[src/hw/umb_pkg.sv]
/*
 * Shared constants and types of the serial port: register offsets, field positions, reset values, divider counts,
 * state encodings and the register request carrier.
 * Assumes a single core clock domain; MC_LAST, M0_HIGH and M2_LAST count core clock cycles, the other counts ticks or bits.
 */
package umb_pkg;

	// ----------------------------------------------------------------
	// register offsets
	// ----------------------------------------------------------------
	localparam logic [2:0] ADDR_CTRL  = 3'h0;
	localparam logic [2:0] ADDR_DATA  = 3'h1;
	localparam logic [2:0] ADDR_PWR   = 3'h2;
	localparam logic [2:0] ADDR_T1RL  = 3'h3;
	localparam logic [2:0] ADDR_T2CTL = 3'h4;
	localparam logic [2:0] ADDR_T2RH  = 3'h5;
	localparam logic [2:0] ADDR_T2RL  = 3'h6;
	localparam logic [2:0] ADDR_FRAC  = 3'h7;

	// ----------------------------------------------------------------
	// field positions
	// ----------------------------------------------------------------
	localparam int CTL_MODE_HI = 7;
	localparam int CTL_MODE_LO = 6;
	localparam int CTL_MP      = 5;
	localparam int CTL_REN     = 4;
	localparam int CTL_TB8     = 3;
	localparam int CTL_RB8     = 2;
	localparam int CTL_TI      = 1;
	localparam int CTL_RI      = 0;
	localparam int PWR_DOUBLE  = 7;
	localparam int T2_RCLK     = 5;
	localparam int T2_TIMER2_TX_CLOCK_SELECT     = 4;
	localparam int FRAC_EN     = 7;

	// ----------------------------------------------------------------
	// reset values and timing counts
	// ----------------------------------------------------------------
	localparam logic [7:0]  RST_REG    = 8'h00;
	localparam logic [3:0]  MC_LAST    = 4'hb;
	localparam logic [3:0]  M0_HIGH    = 4'h6;
	localparam logic [1:0]  M2_LAST    = 2'h3;
	localparam logic [3:0]  RX_MID     = 4'h7;
	localparam logic [3:0]  SUB_LAST   = 4'hf;
	localparam logic [3:0]  BITS8_LAST = 4'h7;
	localparam logic [3:0]  MODE1_LAST = 4'h8;
	localparam logic [3:0]  MODE9_LAST = 4'h9;
	localparam logic [7:0]  T1_FULL    = 8'hff;
	localparam logic [15:0] T2_FULL    = 16'hffff;

	// ----------------------------------------------------------------
	// types
	// ----------------------------------------------------------------
	typedef enum logic [3:0] {
		TX_IDLE = 4'b0001,
		TX_SEND = 4'b0010,
		TX_STOP = 4'b0100,
		TX_SH0  = 4'b1000
	} umb_tx_e;

	typedef enum logic [3:0] {
		RX_IDLE  = 4'b0001,
		RX_START = 4'b0010,
		RX_DATA  = 4'b0100,
		RX_SH0   = 4'b1000
	} umb_rx_e;

	typedef struct packed {
		logic [2:0] addr;
		logic [7:0] wdata;
		logic       wr;
		logic       rd;
	} umb_req_s;

endpackage

[src/hw/umb_uart.sv]
/*
 * Four-mode serial port with baud source selection: shift register mode, 8-bit and 9-bit asynchronous
 * modes, machine-cycle timer, two-cycle timer with 16-bit reload, and an external fractional tick.
 * Assumes one core clock, an asynchronous active-low reset, and a register master that never needs waits.
 */
`timescale 1ns/10ps

// Contract
// - mode 00 shifts eight bits LSB first
// - shift receive starts when enabled and flag clear
// - shift clock is core clock over twelve
// - mode 01 frame: start, eight data, stop
// - data write loads one as ninth bit
// - 8-bit receive starts on falling edge
// - accept needs clear flag and multiprocessor check
// - rejected frame is dropped, flag stays clear
// - mode 10 frame carries programmable ninth bit
// - fixed rate is core over 64 or 32
// - 9-bit send starts on next divide-by-16 baud tick rollover
// - 9-bit receive stores ninth bit, sets flag
// - mode 11 is 9-bit at variable rate
// - only a data buffer write starts sending
// - async receive needs enable and start bit
// - timer one rate with double bit over 32
// - timer two selects route each direction separately
// - timer two counts every two cycles, sixteen per bit
// - multiprocessor mode drops frames with ninth bit zero
// - fractional enable overrides double and timer-two selects except in mode 10
module umb_uart (
	input  wire logic             clk_i,
	input  wire logic             rstn_i,
	input  umb_pkg::umb_req_s     req_i,
	output logic [7:0]            rd_data_o,
	input  wire logic             rxd_i,
	input  wire logic             frac_tick_i,
	output logic                  rxd_o,
	output logic                  rxd_oe_o,
	output logic                  txd_o
);
	import umb_pkg::*;

	// ----------------------------------------------------------------
	// registers
	// ----------------------------------------------------------------
	logic [7:0]  ctrl_r;
	logic [7:0]  tx_data_r;
	logic [7:0]  rx_buf_r;
	logic        dbl_r;
	logic [7:0]  t1_reload_r;
	logic        timer2_tx_clock_select_sel_r;
	logic        rclk_sel_r;
	logic [15:0] t2_reload_r;
	logic        frac_en_r;

	logic        wr_data;
	logic        mode0;
	logic        mode2;
	logic        nine;
	logic        ti_set;
	logic        rx_accept;
	logic        rx_async_end;
	logic        rx_s_r;

	assign wr_data = req_i.wr && (req_i.addr == ADDR_DATA);
	assign mode0   = !ctrl_r[CTL_MODE_HI] && !ctrl_r[CTL_MODE_LO];
	assign mode2   = ctrl_r[CTL_MODE_HI] && !ctrl_r[CTL_MODE_LO];
	assign nine    = ctrl_r[CTL_MODE_HI];

	// hardware sets win over a software write in the same cycle
	always_ff @(posedge clk_i or negedge rstn_i) begin
		if (!rstn_i) begin
			ctrl_r <= RST_REG;
		end else begin
			if (req_i.wr && req_i.addr == ADDR_CTRL) begin
				ctrl_r <= req_i.wdata;
			end
			if (ti_set) begin
				ctrl_r[CTL_TI] <= 1'b1;
			end
			if (rx_accept) begin
				ctrl_r[CTL_RI] <= 1'b1;
			end
			if (rx_accept && rx_async_end) begin
				ctrl_r[CTL_RB8] <= rx_s_r;
			end
		end
	end

	always_ff @(posedge clk_i or negedge rstn_i) begin
		if (!rstn_i) begin
			tx_data_r   <= RST_REG;
			dbl_r       <= 1'b0;
			t1_reload_r <= RST_REG;
			timer2_tx_clock_select_sel_r  <= 1'b0;
			rclk_sel_r  <= 1'b0;
			t2_reload_r <= {RST_REG, RST_REG};
			frac_en_r   <= 1'b0;
		end else if (req_i.wr) begin
			case (req_i.addr)
				ADDR_DATA: begin
					tx_data_r <= req_i.wdata;
				end
				ADDR_PWR: begin
					dbl_r <= req_i.wdata[PWR_DOUBLE];
				end
				ADDR_T1RL: begin
					t1_reload_r <= req_i.wdata;
				end
				ADDR_T2CTL: begin
					timer2_tx_clock_select_sel_r <= req_i.wdata[T2_TIMER2_TX_CLOCK_SELECT];
					rclk_sel_r <= req_i.wdata[T2_RCLK];
				end
				ADDR_T2RH: begin
					t2_reload_r[15:8] <= req_i.wdata;
				end
				ADDR_T2RL: begin
					t2_reload_r[7:0] <= req_i.wdata;
				end
				ADDR_FRAC: begin
					frac_en_r <= req_i.wdata[FRAC_EN];
				end
				default: begin
				end
			endcase
		end
	end

	// read data stand for one cycle only
	always_ff @(posedge clk_i or negedge rstn_i) begin
		if (!rstn_i) begin
			rd_data_o <= RST_REG;
		end else if (!req_i.rd) begin
			rd_data_o <= RST_REG;
		end else begin
			case (req_i.addr)
				ADDR_CTRL:  rd_data_o <= ctrl_r;
				ADDR_DATA:  rd_data_o <= rx_buf_r;
				ADDR_PWR:   rd_data_o <= {dbl_r, 7'h00};
				ADDR_T1RL:  rd_data_o <= t1_reload_r;
				ADDR_T2CTL: rd_data_o <= {2'h0, rclk_sel_r, timer2_tx_clock_select_sel_r, 4'h0};
				ADDR_T2RH:  rd_data_o <= t2_reload_r[15:8];
				ADDR_T2RL:  rd_data_o <= t2_reload_r[7:0];
				default:    rd_data_o <= {frac_en_r, 7'h00};
			endcase
		end
	end

	// ----------------------------------------------------------------
	// baud sources
	// ----------------------------------------------------------------
	logic [3:0]  m_cnt_r;
	logic [7:0]  t1_cnt_r;
	logic        t1_half_r;
	logic        t2_ph_r;
	logic [15:0] t2_cnt_r;
	logic [1:0]  m2_cnt_r;
	logic        mc_tick;
	logic        t1_ovf;
	logic        t1_tick;
	logic        t2_run;
	logic        t2_ovf;
	logic        m2_tick;
	logic        tx_tick;
	logic        rx_tick;

	assign mc_tick = (m_cnt_r == MC_LAST);
	assign t1_ovf  = mc_tick && (t1_cnt_r == T1_FULL);
	assign t1_tick = t1_ovf && (dbl_r || t1_half_r);
	assign t2_run  = timer2_tx_clock_select_sel_r || rclk_sel_r;
	assign t2_ovf  = t2_run && t2_ph_r && (t2_cnt_r == T2_FULL);
	assign m2_tick = dbl_r ? m2_cnt_r[0] : (m2_cnt_r == M2_LAST);
	// fractional source ignores double bit and timer-two selects
	assign tx_tick = mode2 ? m2_tick : (frac_en_r ? frac_tick_i : (timer2_tx_clock_select_sel_r ? t2_ovf : t1_tick));
	assign rx_tick = mode2 ? m2_tick : (frac_en_r ? frac_tick_i : (rclk_sel_r ? t2_ovf : t1_tick));

	always_ff @(posedge clk_i or negedge rstn_i) begin
		if (!rstn_i) begin
			m_cnt_r  <= 4'h0;
			m2_cnt_r <= 2'h0;
		end else begin
			m_cnt_r  <= mc_tick ? 4'h0 : m_cnt_r + 4'h1;
			m2_cnt_r <= m2_cnt_r + 2'h1;
		end
	end

	always_ff @(posedge clk_i or negedge rstn_i) begin
		if (!rstn_i) begin
			t1_cnt_r  <= RST_REG;
			t1_half_r <= 1'b0;
		end else if (mc_tick) begin
			t1_cnt_r  <= t1_ovf ? t1_reload_r : t1_cnt_r + 8'h01;
			t1_half_r <= t1_half_r ^ t1_ovf;
		end
	end

	always_ff @(posedge clk_i or negedge rstn_i) begin
		if (!rstn_i) begin
			t2_ph_r  <= 1'b0;
			t2_cnt_r <= {RST_REG, RST_REG};
		end else if (t2_run) begin
			t2_ph_r <= !t2_ph_r;
			if (t2_ph_r) begin
				t2_cnt_r <= t2_ovf ? t2_reload_r : t2_cnt_r + 16'h0001;
			end
		end
	end

	// ----------------------------------------------------------------
	// receive pin synchroniser and edge
	// ----------------------------------------------------------------
	logic rx_m1_r;
	logic rx_m2_r;
	logic rx_m3_r;
	logic rx_d_r;

	always_ff @(posedge clk_i or negedge rstn_i) begin
		if (!rstn_i) begin
			rx_m1_r <= 1'b1;
			rx_m2_r <= 1'b1;
			rx_m3_r <= 1'b1;
			rx_s_r  <= 1'b1;
			rx_d_r  <= 1'b1;
		end else begin
			rx_m1_r <= rxd_i;
			rx_m2_r <= rx_m1_r;
			rx_m3_r <= rx_m2_r;
			if (rx_m2_r == rx_m3_r) begin
				rx_s_r <= rx_m3_r;
			end
			rx_d_r <= rx_s_r;
		end
	end

	// ----------------------------------------------------------------
	// transmitter
	// ----------------------------------------------------------------
	umb_tx_e    tx_st_r;
	logic [3:0] tx_sub_r;
	logic [3:0] tx_cnt_r;
	logic [8:0] tx_sh_r;
	logic       tx_pend_r;
	logic       tx_line_r;
	logic       tx_bit;
	logic [3:0] tx_last;

	assign tx_bit  = tx_tick && (tx_sub_r == SUB_LAST);
	assign tx_last = nine ? MODE9_LAST : MODE1_LAST;
	assign ti_set  = (tx_st_r == TX_SEND && tx_bit && tx_cnt_r == tx_last)
	              || (tx_st_r == TX_SH0 && mc_tick && tx_cnt_r == BITS8_LAST);

	always_ff @(posedge clk_i or negedge rstn_i) begin
		if (!rstn_i) begin
			tx_sub_r <= 4'h0;
		end else if (tx_tick) begin
			tx_sub_r <= tx_sub_r + 4'h1;
		end
	end

	// a write during a frame is kept and sent after it
	always_ff @(posedge clk_i or negedge rstn_i) begin
		if (!rstn_i) begin
			tx_pend_r <= 1'b0;
		end else if (wr_data) begin
			tx_pend_r <= 1'b1;
		end else if (tx_st_r == TX_IDLE && tx_pend_r && (mode0 ? mc_tick : tx_bit)) begin
			tx_pend_r <= 1'b0;
		end
	end

	always_ff @(posedge clk_i or negedge rstn_i) begin
		if (!rstn_i) begin
			tx_st_r   <= TX_IDLE;
			tx_cnt_r  <= 4'h0;
			tx_sh_r   <= 9'h1ff;
			tx_line_r <= 1'b1;
		end else begin
			case (tx_st_r)
				TX_IDLE: begin
					if (tx_pend_r && mode0 && mc_tick) begin
						tx_st_r  <= TX_SH0;
						tx_sh_r  <= {1'b1, tx_data_r};
						tx_cnt_r <= 4'h0;
					end else if (tx_pend_r && !mode0 && tx_bit) begin
						tx_st_r   <= TX_SEND;
						tx_line_r <= 1'b0;
						tx_sh_r   <= {nine ? ctrl_r[CTL_TB8] : 1'b1, tx_data_r};
						tx_cnt_r  <= 4'h0;
					end
				end
				TX_SEND: begin
					if (tx_bit) begin
						tx_line_r <= tx_sh_r[0];
						tx_sh_r   <= {1'b1, tx_sh_r[8:1]};
						tx_cnt_r  <= tx_cnt_r + 4'h1;
						if (tx_cnt_r == tx_last) begin
							tx_st_r <= TX_STOP;
						end
					end
				end
				TX_STOP: begin
					if (tx_bit) begin
						tx_st_r <= TX_IDLE;
					end
				end
				TX_SH0: begin
					if (mc_tick) begin
						tx_sh_r  <= {1'b1, tx_sh_r[8:1]};
						tx_cnt_r <= tx_cnt_r + 4'h1;
						if (tx_cnt_r == BITS8_LAST) begin
							tx_st_r <= TX_IDLE;
						end
					end
				end
				default: begin
					tx_st_r <= TX_IDLE;
				end
			endcase
		end
	end

	// ----------------------------------------------------------------
	// receiver
	// ----------------------------------------------------------------
	umb_rx_e    rx_st_r;
	logic [3:0] rx_sub_r;
	logic [3:0] rx_cnt_r;
	logic [8:0] rx_sh_r;
	logic       rx_sh0_end;

	assign rx_async_end = rx_st_r == RX_DATA && rx_tick && rx_sub_r == SUB_LAST && rx_cnt_r == MODE1_LAST;
	assign rx_sh0_end   = rx_st_r == RX_SH0 && mc_tick && rx_cnt_r == BITS8_LAST;
	// final bit is the stop bit in mode 01 and the ninth bit otherwise
	assign rx_accept = !ctrl_r[CTL_RI] && (rx_sh0_end
	                || (rx_async_end && (!ctrl_r[CTL_MP] || rx_s_r)));

	always_ff @(posedge clk_i or negedge rstn_i) begin
		if (!rstn_i) begin
			rx_buf_r <= RST_REG;
		end else if (rx_accept) begin
			rx_buf_r <= rx_sh_r[8:1];
		end
	end

	always_ff @(posedge clk_i or negedge rstn_i) begin
		if (!rstn_i) begin
			rx_st_r  <= RX_IDLE;
			rx_sub_r <= 4'h0;
			rx_cnt_r <= 4'h0;
			rx_sh_r  <= 9'h000;
		end else begin
			case (rx_st_r)
				RX_IDLE: begin
					if (mode0 && ctrl_r[CTL_REN] && !ctrl_r[CTL_RI] && mc_tick) begin
						rx_st_r  <= RX_SH0;
						rx_cnt_r <= 4'h0;
					end else if (!mode0 && ctrl_r[CTL_REN] && rx_d_r && !rx_s_r) begin
						rx_st_r  <= RX_START;
						rx_sub_r <= 4'h0;
					end
				end
				RX_START: begin
					if (rx_tick) begin
						rx_sub_r <= rx_sub_r + 4'h1;
						if (rx_sub_r == RX_MID) begin
							rx_st_r  <= rx_s_r ? RX_IDLE : RX_DATA;
							rx_sub_r <= 4'h0;
							rx_cnt_r <= 4'h0;
						end
					end
				end
				RX_DATA: begin
					if (rx_tick) begin
						rx_sub_r <= rx_sub_r + 4'h1;
						if (rx_sub_r == SUB_LAST) begin
							rx_sh_r  <= {rx_s_r, rx_sh_r[8:1]};
							rx_cnt_r <= rx_cnt_r + 4'h1;
							if (rx_cnt_r == MODE1_LAST) begin
								rx_st_r <= RX_IDLE;
							end
						end
					end
				end
				RX_SH0: begin
					if (m_cnt_r == M0_HIGH) begin
						rx_sh_r <= {rx_s_r, rx_sh_r[8:1]};
					end
					if (mc_tick) begin
						rx_cnt_r <= rx_cnt_r + 4'h1;
						if (rx_cnt_r == BITS8_LAST) begin
							rx_st_r <= RX_IDLE;
						end
					end
				end
				default: begin
					rx_st_r <= RX_IDLE;
				end
			endcase
		end
	end

	// ----------------------------------------------------------------
	// pins
	// ----------------------------------------------------------------
	logic shift_low;

	assign shift_low = (tx_st_r == TX_SH0 || rx_st_r == RX_SH0) && (m_cnt_r < M0_HIGH);

	always_ff @(posedge clk_i or negedge rstn_i) begin
		if (!rstn_i) begin
			txd_o    <= 1'b1;
			rxd_o    <= 1'b1;
			rxd_oe_o <= 1'b0;
		end else begin
			txd_o    <= mode0 ? !shift_low : tx_line_r;
			rxd_o    <= tx_sh_r[0];
			rxd_oe_o <= (tx_st_r == TX_SH0);
		end
	end
endmodule

[config.mk]
export PLATFORM = sky130hd
export DESIGN_NAME = umb_uart
export DESIGN_NICKNAME = d
export VERILOG_FILES = /design/src/hw/umb_pkg.sv /design/src/hw/umb_uart.sv
export SDC_FILE = /design/constraint.sdc
export NUM_CORES = 1
export LEC_CHECK = 0
export BUFFER_PORTS_ARGS = -buffer_cell sky130_fd_sc_hd__clkbuf_2
export CAP_MARGIN = 20
export CORE_UTILIZATION = 30
export CTS_BUF_LIST = sky130_fd_sc_hd__clkbuf_2
export CTS_CLUSTER_DIAMETER = 30
export CTS_CLUSTER_SIZE = 28
export DETAILED_ROUTE_END_ITERATION = 6
export PLACE_DENSITY_LB_ADDON = 0.15
export SYNTH_ARGS = -nofsm -noshare
export SYNTH_HDL_FRONTEND = slang
export SYNTH_SLANG_ARGS = --single-unit
[constraint.sdc]
create_clock -name clk_i -period 6.3 [get_ports clk_i]
set_clock_uncertainty 0.1 [all_clocks]
set_input_delay 0.315 -clock clk_i [delete_from_list [all_inputs] [get_ports clk_i]]
set_output_delay 0.315 -clock clk_i [all_outputs]
set_load 0.01 [all_outputs]
==> out/results.md <==
| Group | Metric | This run |
|---|---|---|
| route | DRC violation total after the first TritonRoute iteration | 298 |
| floorplan | Initial standard-cell utilization of the core | 30.6% |
| route | Wire length after detailed routing | 18300 um |
| layout | Area Growth Syn to Fin | 12.1% |
| floorplan | Core Box Area | 23400 um2 |
| yosys | Proportion of synthesized flip-flops having asynchronous set or reset | 100% |
| timing | Setup Viol. Count Final | 0 |
| yosys | Post-Syn Nets | 694 |
| cts | TritonCTS clock tree | done |
| global routing | Aggregate global-route resource usage | 15.9% |
| cts | Total CTS buffers | 17 |
| layout | Proportion of layout cells with a drive suffix above 1 | 22.8% |
| layout | Cell area after layout | 8020 um2 |
| timing | Total negative setup slack | 0 ns |
| outcome | Status | complete, no violations |
| global routing | Routing layer with the top usage in global route | met2 |
| global routing | GR Layer Usage met3 | 3.30% |
| cts | Hold-fix buffers, CTS | 13 |
| cts | Clock Latency Late Sink | 0.73 ns |
| layout | Area used by multi-input combinational logic | 3310 um2 |
| global routing | Largest net degree at the start of global routing | 75 |
| place | Final estimated routing congestion in global placement | 0.810 |
| min path | Hold-critical path depth | 2 |
| global routing | Total congestion overflow after global routing | 0 |
| critical path | Critical Path End Type | flop |
| power | Cell area power density | 312 nW/um2 |
| timing | Post-route fraction of the period consumed by the critical path | 47.7% |
| floorplan | Area of the die | 24500 um2 |
| timing | RSZ-0062 raised after global routing | false |
| cts | Sinks on Clock Net | 143 |
| power | Peak ir drop on the vdd network | 123 uV |
| layout | Core utilization of the finished layout | 34.3% |
| route | Pre-Repair DR Iteration Count | 4 |
| min path | Worst min-delay path class | in2reg |
| critical path | Critical path class | reg2reg |
| global routing | Met1 global-route usage | 20.6% |
| timing | Slew margin rel. | 36.8% |
| place | Port buffer count | 27 |
| floorplan | Floorplan row count | 56 |
| yosys | Total of flip-flops plus latches after synthesis | 143 |
| route | DRC viols | 0 |
| layout | Nets | 728 |
| yosys | Seq/Total Area, Yosys | 50.3% |
| yosys | Distinct cell type count of the synthesized netlist | 77 |
| route | Post-DRT Antenna Nets | 0 |
| timing | Maximum achievable frequency | 0.333 GHz |
| layout | Fillers | 2415 |
| floorplan | Y dimension of the die | 156 um |
| yosys | Predominant post-synthesis flop cell | sky130_fd_sc_hd__dfrtp_1 |
| yosys | Count of flip-flops with a built-in enable after synthesis | 0 |
| global routing | Number of global-route vias before repair | 5392 |
| timing | Final hold violation count | 0 |
| layout | Highest-count cells in the layout ignoring fill and taps | sky130_fd_sc_hd__dfrtp_1 (124), sky130_fd_sc_hd__nand2_1 (75), sky130_fd_sc_hd__o21ai_0 (53) |
| cts | Reg clk slew, reported paths | 0.24 ns |
| critical path | Logic depth of the worst register-to-register path | 9 |
| timing | Min Clock Period, post-route | 3.00 ns |
| place | Placed Area | 7580 um2 |
| power | Static leakage power | 0.00344 uW |
| layout | Reg area | 3600 um2 |
| cts | CTS Root Cell | sky130_fd_sc_hd__clkbuf_2 |
| layout | Most common cell after layout, fill and taps aside | sky130_fd_sc_hd__dfrtp_1 |
| critical path | Arrival time reported for the critical path endpoint | 3.53 ns |
| cts | Gates resized, CTS repair | 0 |
| global routing | Global-route wire length before repair | 29700 um |
| route | Via-per-instance ratio | 5.07 |
| yosys | Cell area after technology mapping | 7160 um2 |
| timing | Max-slew violation total from the final report | 0 |
| cts | Post-CTS Repair Setup Buffers | 0 |
| route | Via total after detailed routing | 5263 |
| timing | Transition time at the pin with the least slew margin | 0.949 ns |
| cts | Maximum level of the CTS H-tree | 4 |
| global routing | Met2 usage in global routing | 26.5% |
| flow run | Number of max-capacitance violations reported | 0 |
| global routing | Initial antenna violation count | 1 |
| yosys | Number of standard cells after synthesis | 667 |
| floorplan | Number of ports placed on the die boundary | 28 |
| floorplan | Die outline width | 156 um |
| critical path | Max Fanout on Critical Path | 23 |
| critical path | Launching element type of the critical path | flop |
| cts | Worst-case clock buffer depth | 2 |
| place | Detailed placement HPWL | 13100 um |
| critical path | Critical path data required time | 6.82 ns |
| yosys | Synth Area per Inst | 10.7 um2 |
| yosys | Warning count from the yosys run | 0 |
| route | Avg WL per Cell | 17.6 um |
[cells in the mapped netlist (2+ instances only)]
| cell type | count | share of area (%) |
|---|---|---|
| sky130_fd_sc_hd__nor4b_2 | 2 | 0.42 |
| sky130_fd_sc_hd__nor4_2 | 3 | 0.52 |
| sky130_fd_sc_hd__o22ai_1 | 2 | 0.17 |
| sky130_fd_sc_hd__nand2b_1 | 5 | 0.44 |
| sky130_fd_sc_hd__mux2_2 | 48 | 7.6 |
| sky130_fd_sc_hd__nand2_1 | 75 | 3.9 |
| sky130_fd_sc_hd__a221oi_1 | 7 | 0.86 |
| sky130_fd_sc_hd__a211oi_1 | 10 | 1.0 |
| sky130_fd_sc_hd__nor3_1 | 8 | 0.56 |
| sky130_fd_sc_hd__or2_2 | 2 | 0.17 |
| sky130_fd_sc_hd__xor2_1 | 4 | 0.49 |
| sky130_fd_sc_hd__nor4_1 | 2 | 0.17 |
| sky130_fd_sc_hd__and2_1 | 2 | 0.17 |
| sky130_fd_sc_hd__o31ai_1 | 11 | 1.2 |
| sky130_fd_sc_hd__mux2i_1 | 15 | 2.1 |
| sky130_fd_sc_hd__nor2b_1 | 8 | 0.70 |
| sky130_fd_sc_hd__nand3_1 | 29 | 2.0 |
| sky130_fd_sc_hd__o211ai_1 | 3 | 0.31 |
| sky130_fd_sc_hd__nor3b_1 | 3 | 0.31 |
| sky130_fd_sc_hd__xnor2_1 | 5 | 0.61 |
| sky130_fd_sc_hd__buf_1 | 2 | 0.10 |
| sky130_fd_sc_hd__a22oi_1 | 14 | 1.5 |
| sky130_fd_sc_hd__buf_6 | 2 | 0.31 |
| sky130_fd_sc_hd__ha_1 | 10 | 1.7 |
| sky130_fd_sc_hd__mux2_4 | 8 | 1.7 |
| sky130_fd_sc_hd__nor2_1 | 33 | 1.7 |
| sky130_fd_sc_hd__a21oi_1 | 28 | 2.0 |
| sky130_fd_sc_hd__nand4_1 | 8 | 0.70 |
| sky130_fd_sc_hd__o21bai_1 | 3 | 0.31 |
| sky130_fd_sc_hd__o21ai_0 | 53 | 3.7 |
| sky130_fd_sc_hd__clkbuf_1 | 22 | 1.2 |
| sky130_fd_sc_hd__dfstp_2 | 19 | 7.0 |
| sky130_fd_sc_hd__a31oi_1 | 11 | 0.96 |
| sky130_fd_sc_hd__and3_1 | 8 | 0.70 |
| sky130_fd_sc_hd__inv_1 | 24 | 1.3 |
| sky130_fd_sc_hd__nand4b_1 | 2 | 0.24 |
| sky130_fd_sc_hd__o21a_1 | 2 | 0.21 |
| sky130_fd_sc_hd__dfrtp_1 | 124 | 43 |
| sky130_fd_sc_hd__buf_2 | 3 | 0.21 |
| sky130_fd_sc_hd__mux2_1 | 7 | 1.1 |
| sky130_fd_sc_hd__nand3b_1 | 4 | 0.42 |
[sequential cells by signal (all words and copies together), names as in the netlist, 2 cells and up]
signal       flops
t1_reload_r      8
tx_data_r        8
m_cnt_r          4
rx_cnt_r         4
t2_reload_r     16
rx_sub_r         4
tx_sh_r          9
m2_cnt_r         2
tx_st_r          4
tx_sub_r         4
t2_cnt_r        16
rx_st_r          4
ctrl_r           8
tx_cnt_r         4
rx_buf_r         8
t1_cnt_r         8
rx_sh_r          8
rd_data_o        8
[final timing paths]
check | startpoint | to | slack, ns
setup / recovery | m_cnt_r[1]$_DFF_PN0_ | tx_cnt_r[3]$_DFFE_PN0P_ | 3.30
hold / removal | req_i[11] | rd_data_o[1]$_DFF_PN0_ | 0.07
hold reg to reg | rx_m1_r$_DFF_PN1_ | rx_m2_r$_DFF_PN1_ | 0.27
min in group asynchronous | rstn_i | rx_sh_r[8]$_DFFE_PN0P_ | 0.09
max in group asynchronous | rstn_i | t1_cnt_r[5]$_DFFE_PN0N_ | 4.63
setup reg to reg | m_cnt_r[1]$_DFF_PN0_ | tx_cnt_r[3]$_DFFE_PN0P_ | 3.30
[logic make-up after synthesis]
family,Yosys count,share of synthesized area [%]
and+or+nand+nor,207,15.0
AOI/OAI and AO/OA,162,15.2
DFF,143,50.3
muxes,80,13.1
buffers and inverters,55,3.37
adders and majority gates,11,1.89
xor gates and xnor gates,9,1.10
[layout make-up]
type | instances | share of cell area [%]
Inverter | 25 | 1.17
Antenna cell | 5 | 0.156
Multi-Input combinational cell | 469 | 41.3
Clock inverter | 13 | 2.43
Timing Repair Buffer | 45 | 3.90
Sequential cell | 143 | 44.9
Clock buffer | 19 | 1.19
Tap cell | 319 | 4.97
[where the power goes]
group          switching (uW)  internal, uW
sequential                174          1110
clock                     340           298
combinational             330           252
[worst max-delay path, cell delays in order (launching register included)]
cell                       delay [ns]
sky130_fd_sc_hd__dfrtp_1         0.45
sky130_fd_sc_hd__ha_1            0.23
sky130_fd_sc_hd__nand3b_1        0.40
sky130_fd_sc_hd__nor2_1          0.48
sky130_fd_sc_hd__a31oi_1         0.20
sky130_fd_sc_hd__nand2_1         0.22
sky130_fd_sc_hd__a31oi_1         0.14
sky130_fd_sc_hd__buf_4           0.22
sky130_fd_sc_hd__or2_1           0.27
sky130_fd_sc_hd__o31ai_1         0.21
[metrics by stage]
step / total power [uW] / cells / hold slack, ns / worst slack, ns
floorplan: 1670 / 667 / -0.0806 / 3.84
global placement: 1850 / 987 / 0.246 / 3.52
detailed placement: 1880 / 987 / 0.247 / 3.34
CTS: 2530 / 1032 / 0.00228 / 3.30
global route: 2670 / 1038 / 0.0193 / 2.95
finish: 2500 / 1038 / 0.0688 / 3.30
[routing by layer]
metal | part of all wire, % | wire length [um]
met1 | 47 | 8510
met2 | 48 | 8840
met3 | 2.9 | 523
met4 | 2.1 | 378
met5 | 0 | 0
No activity file was read; power rests on OpenSTA's default activity.
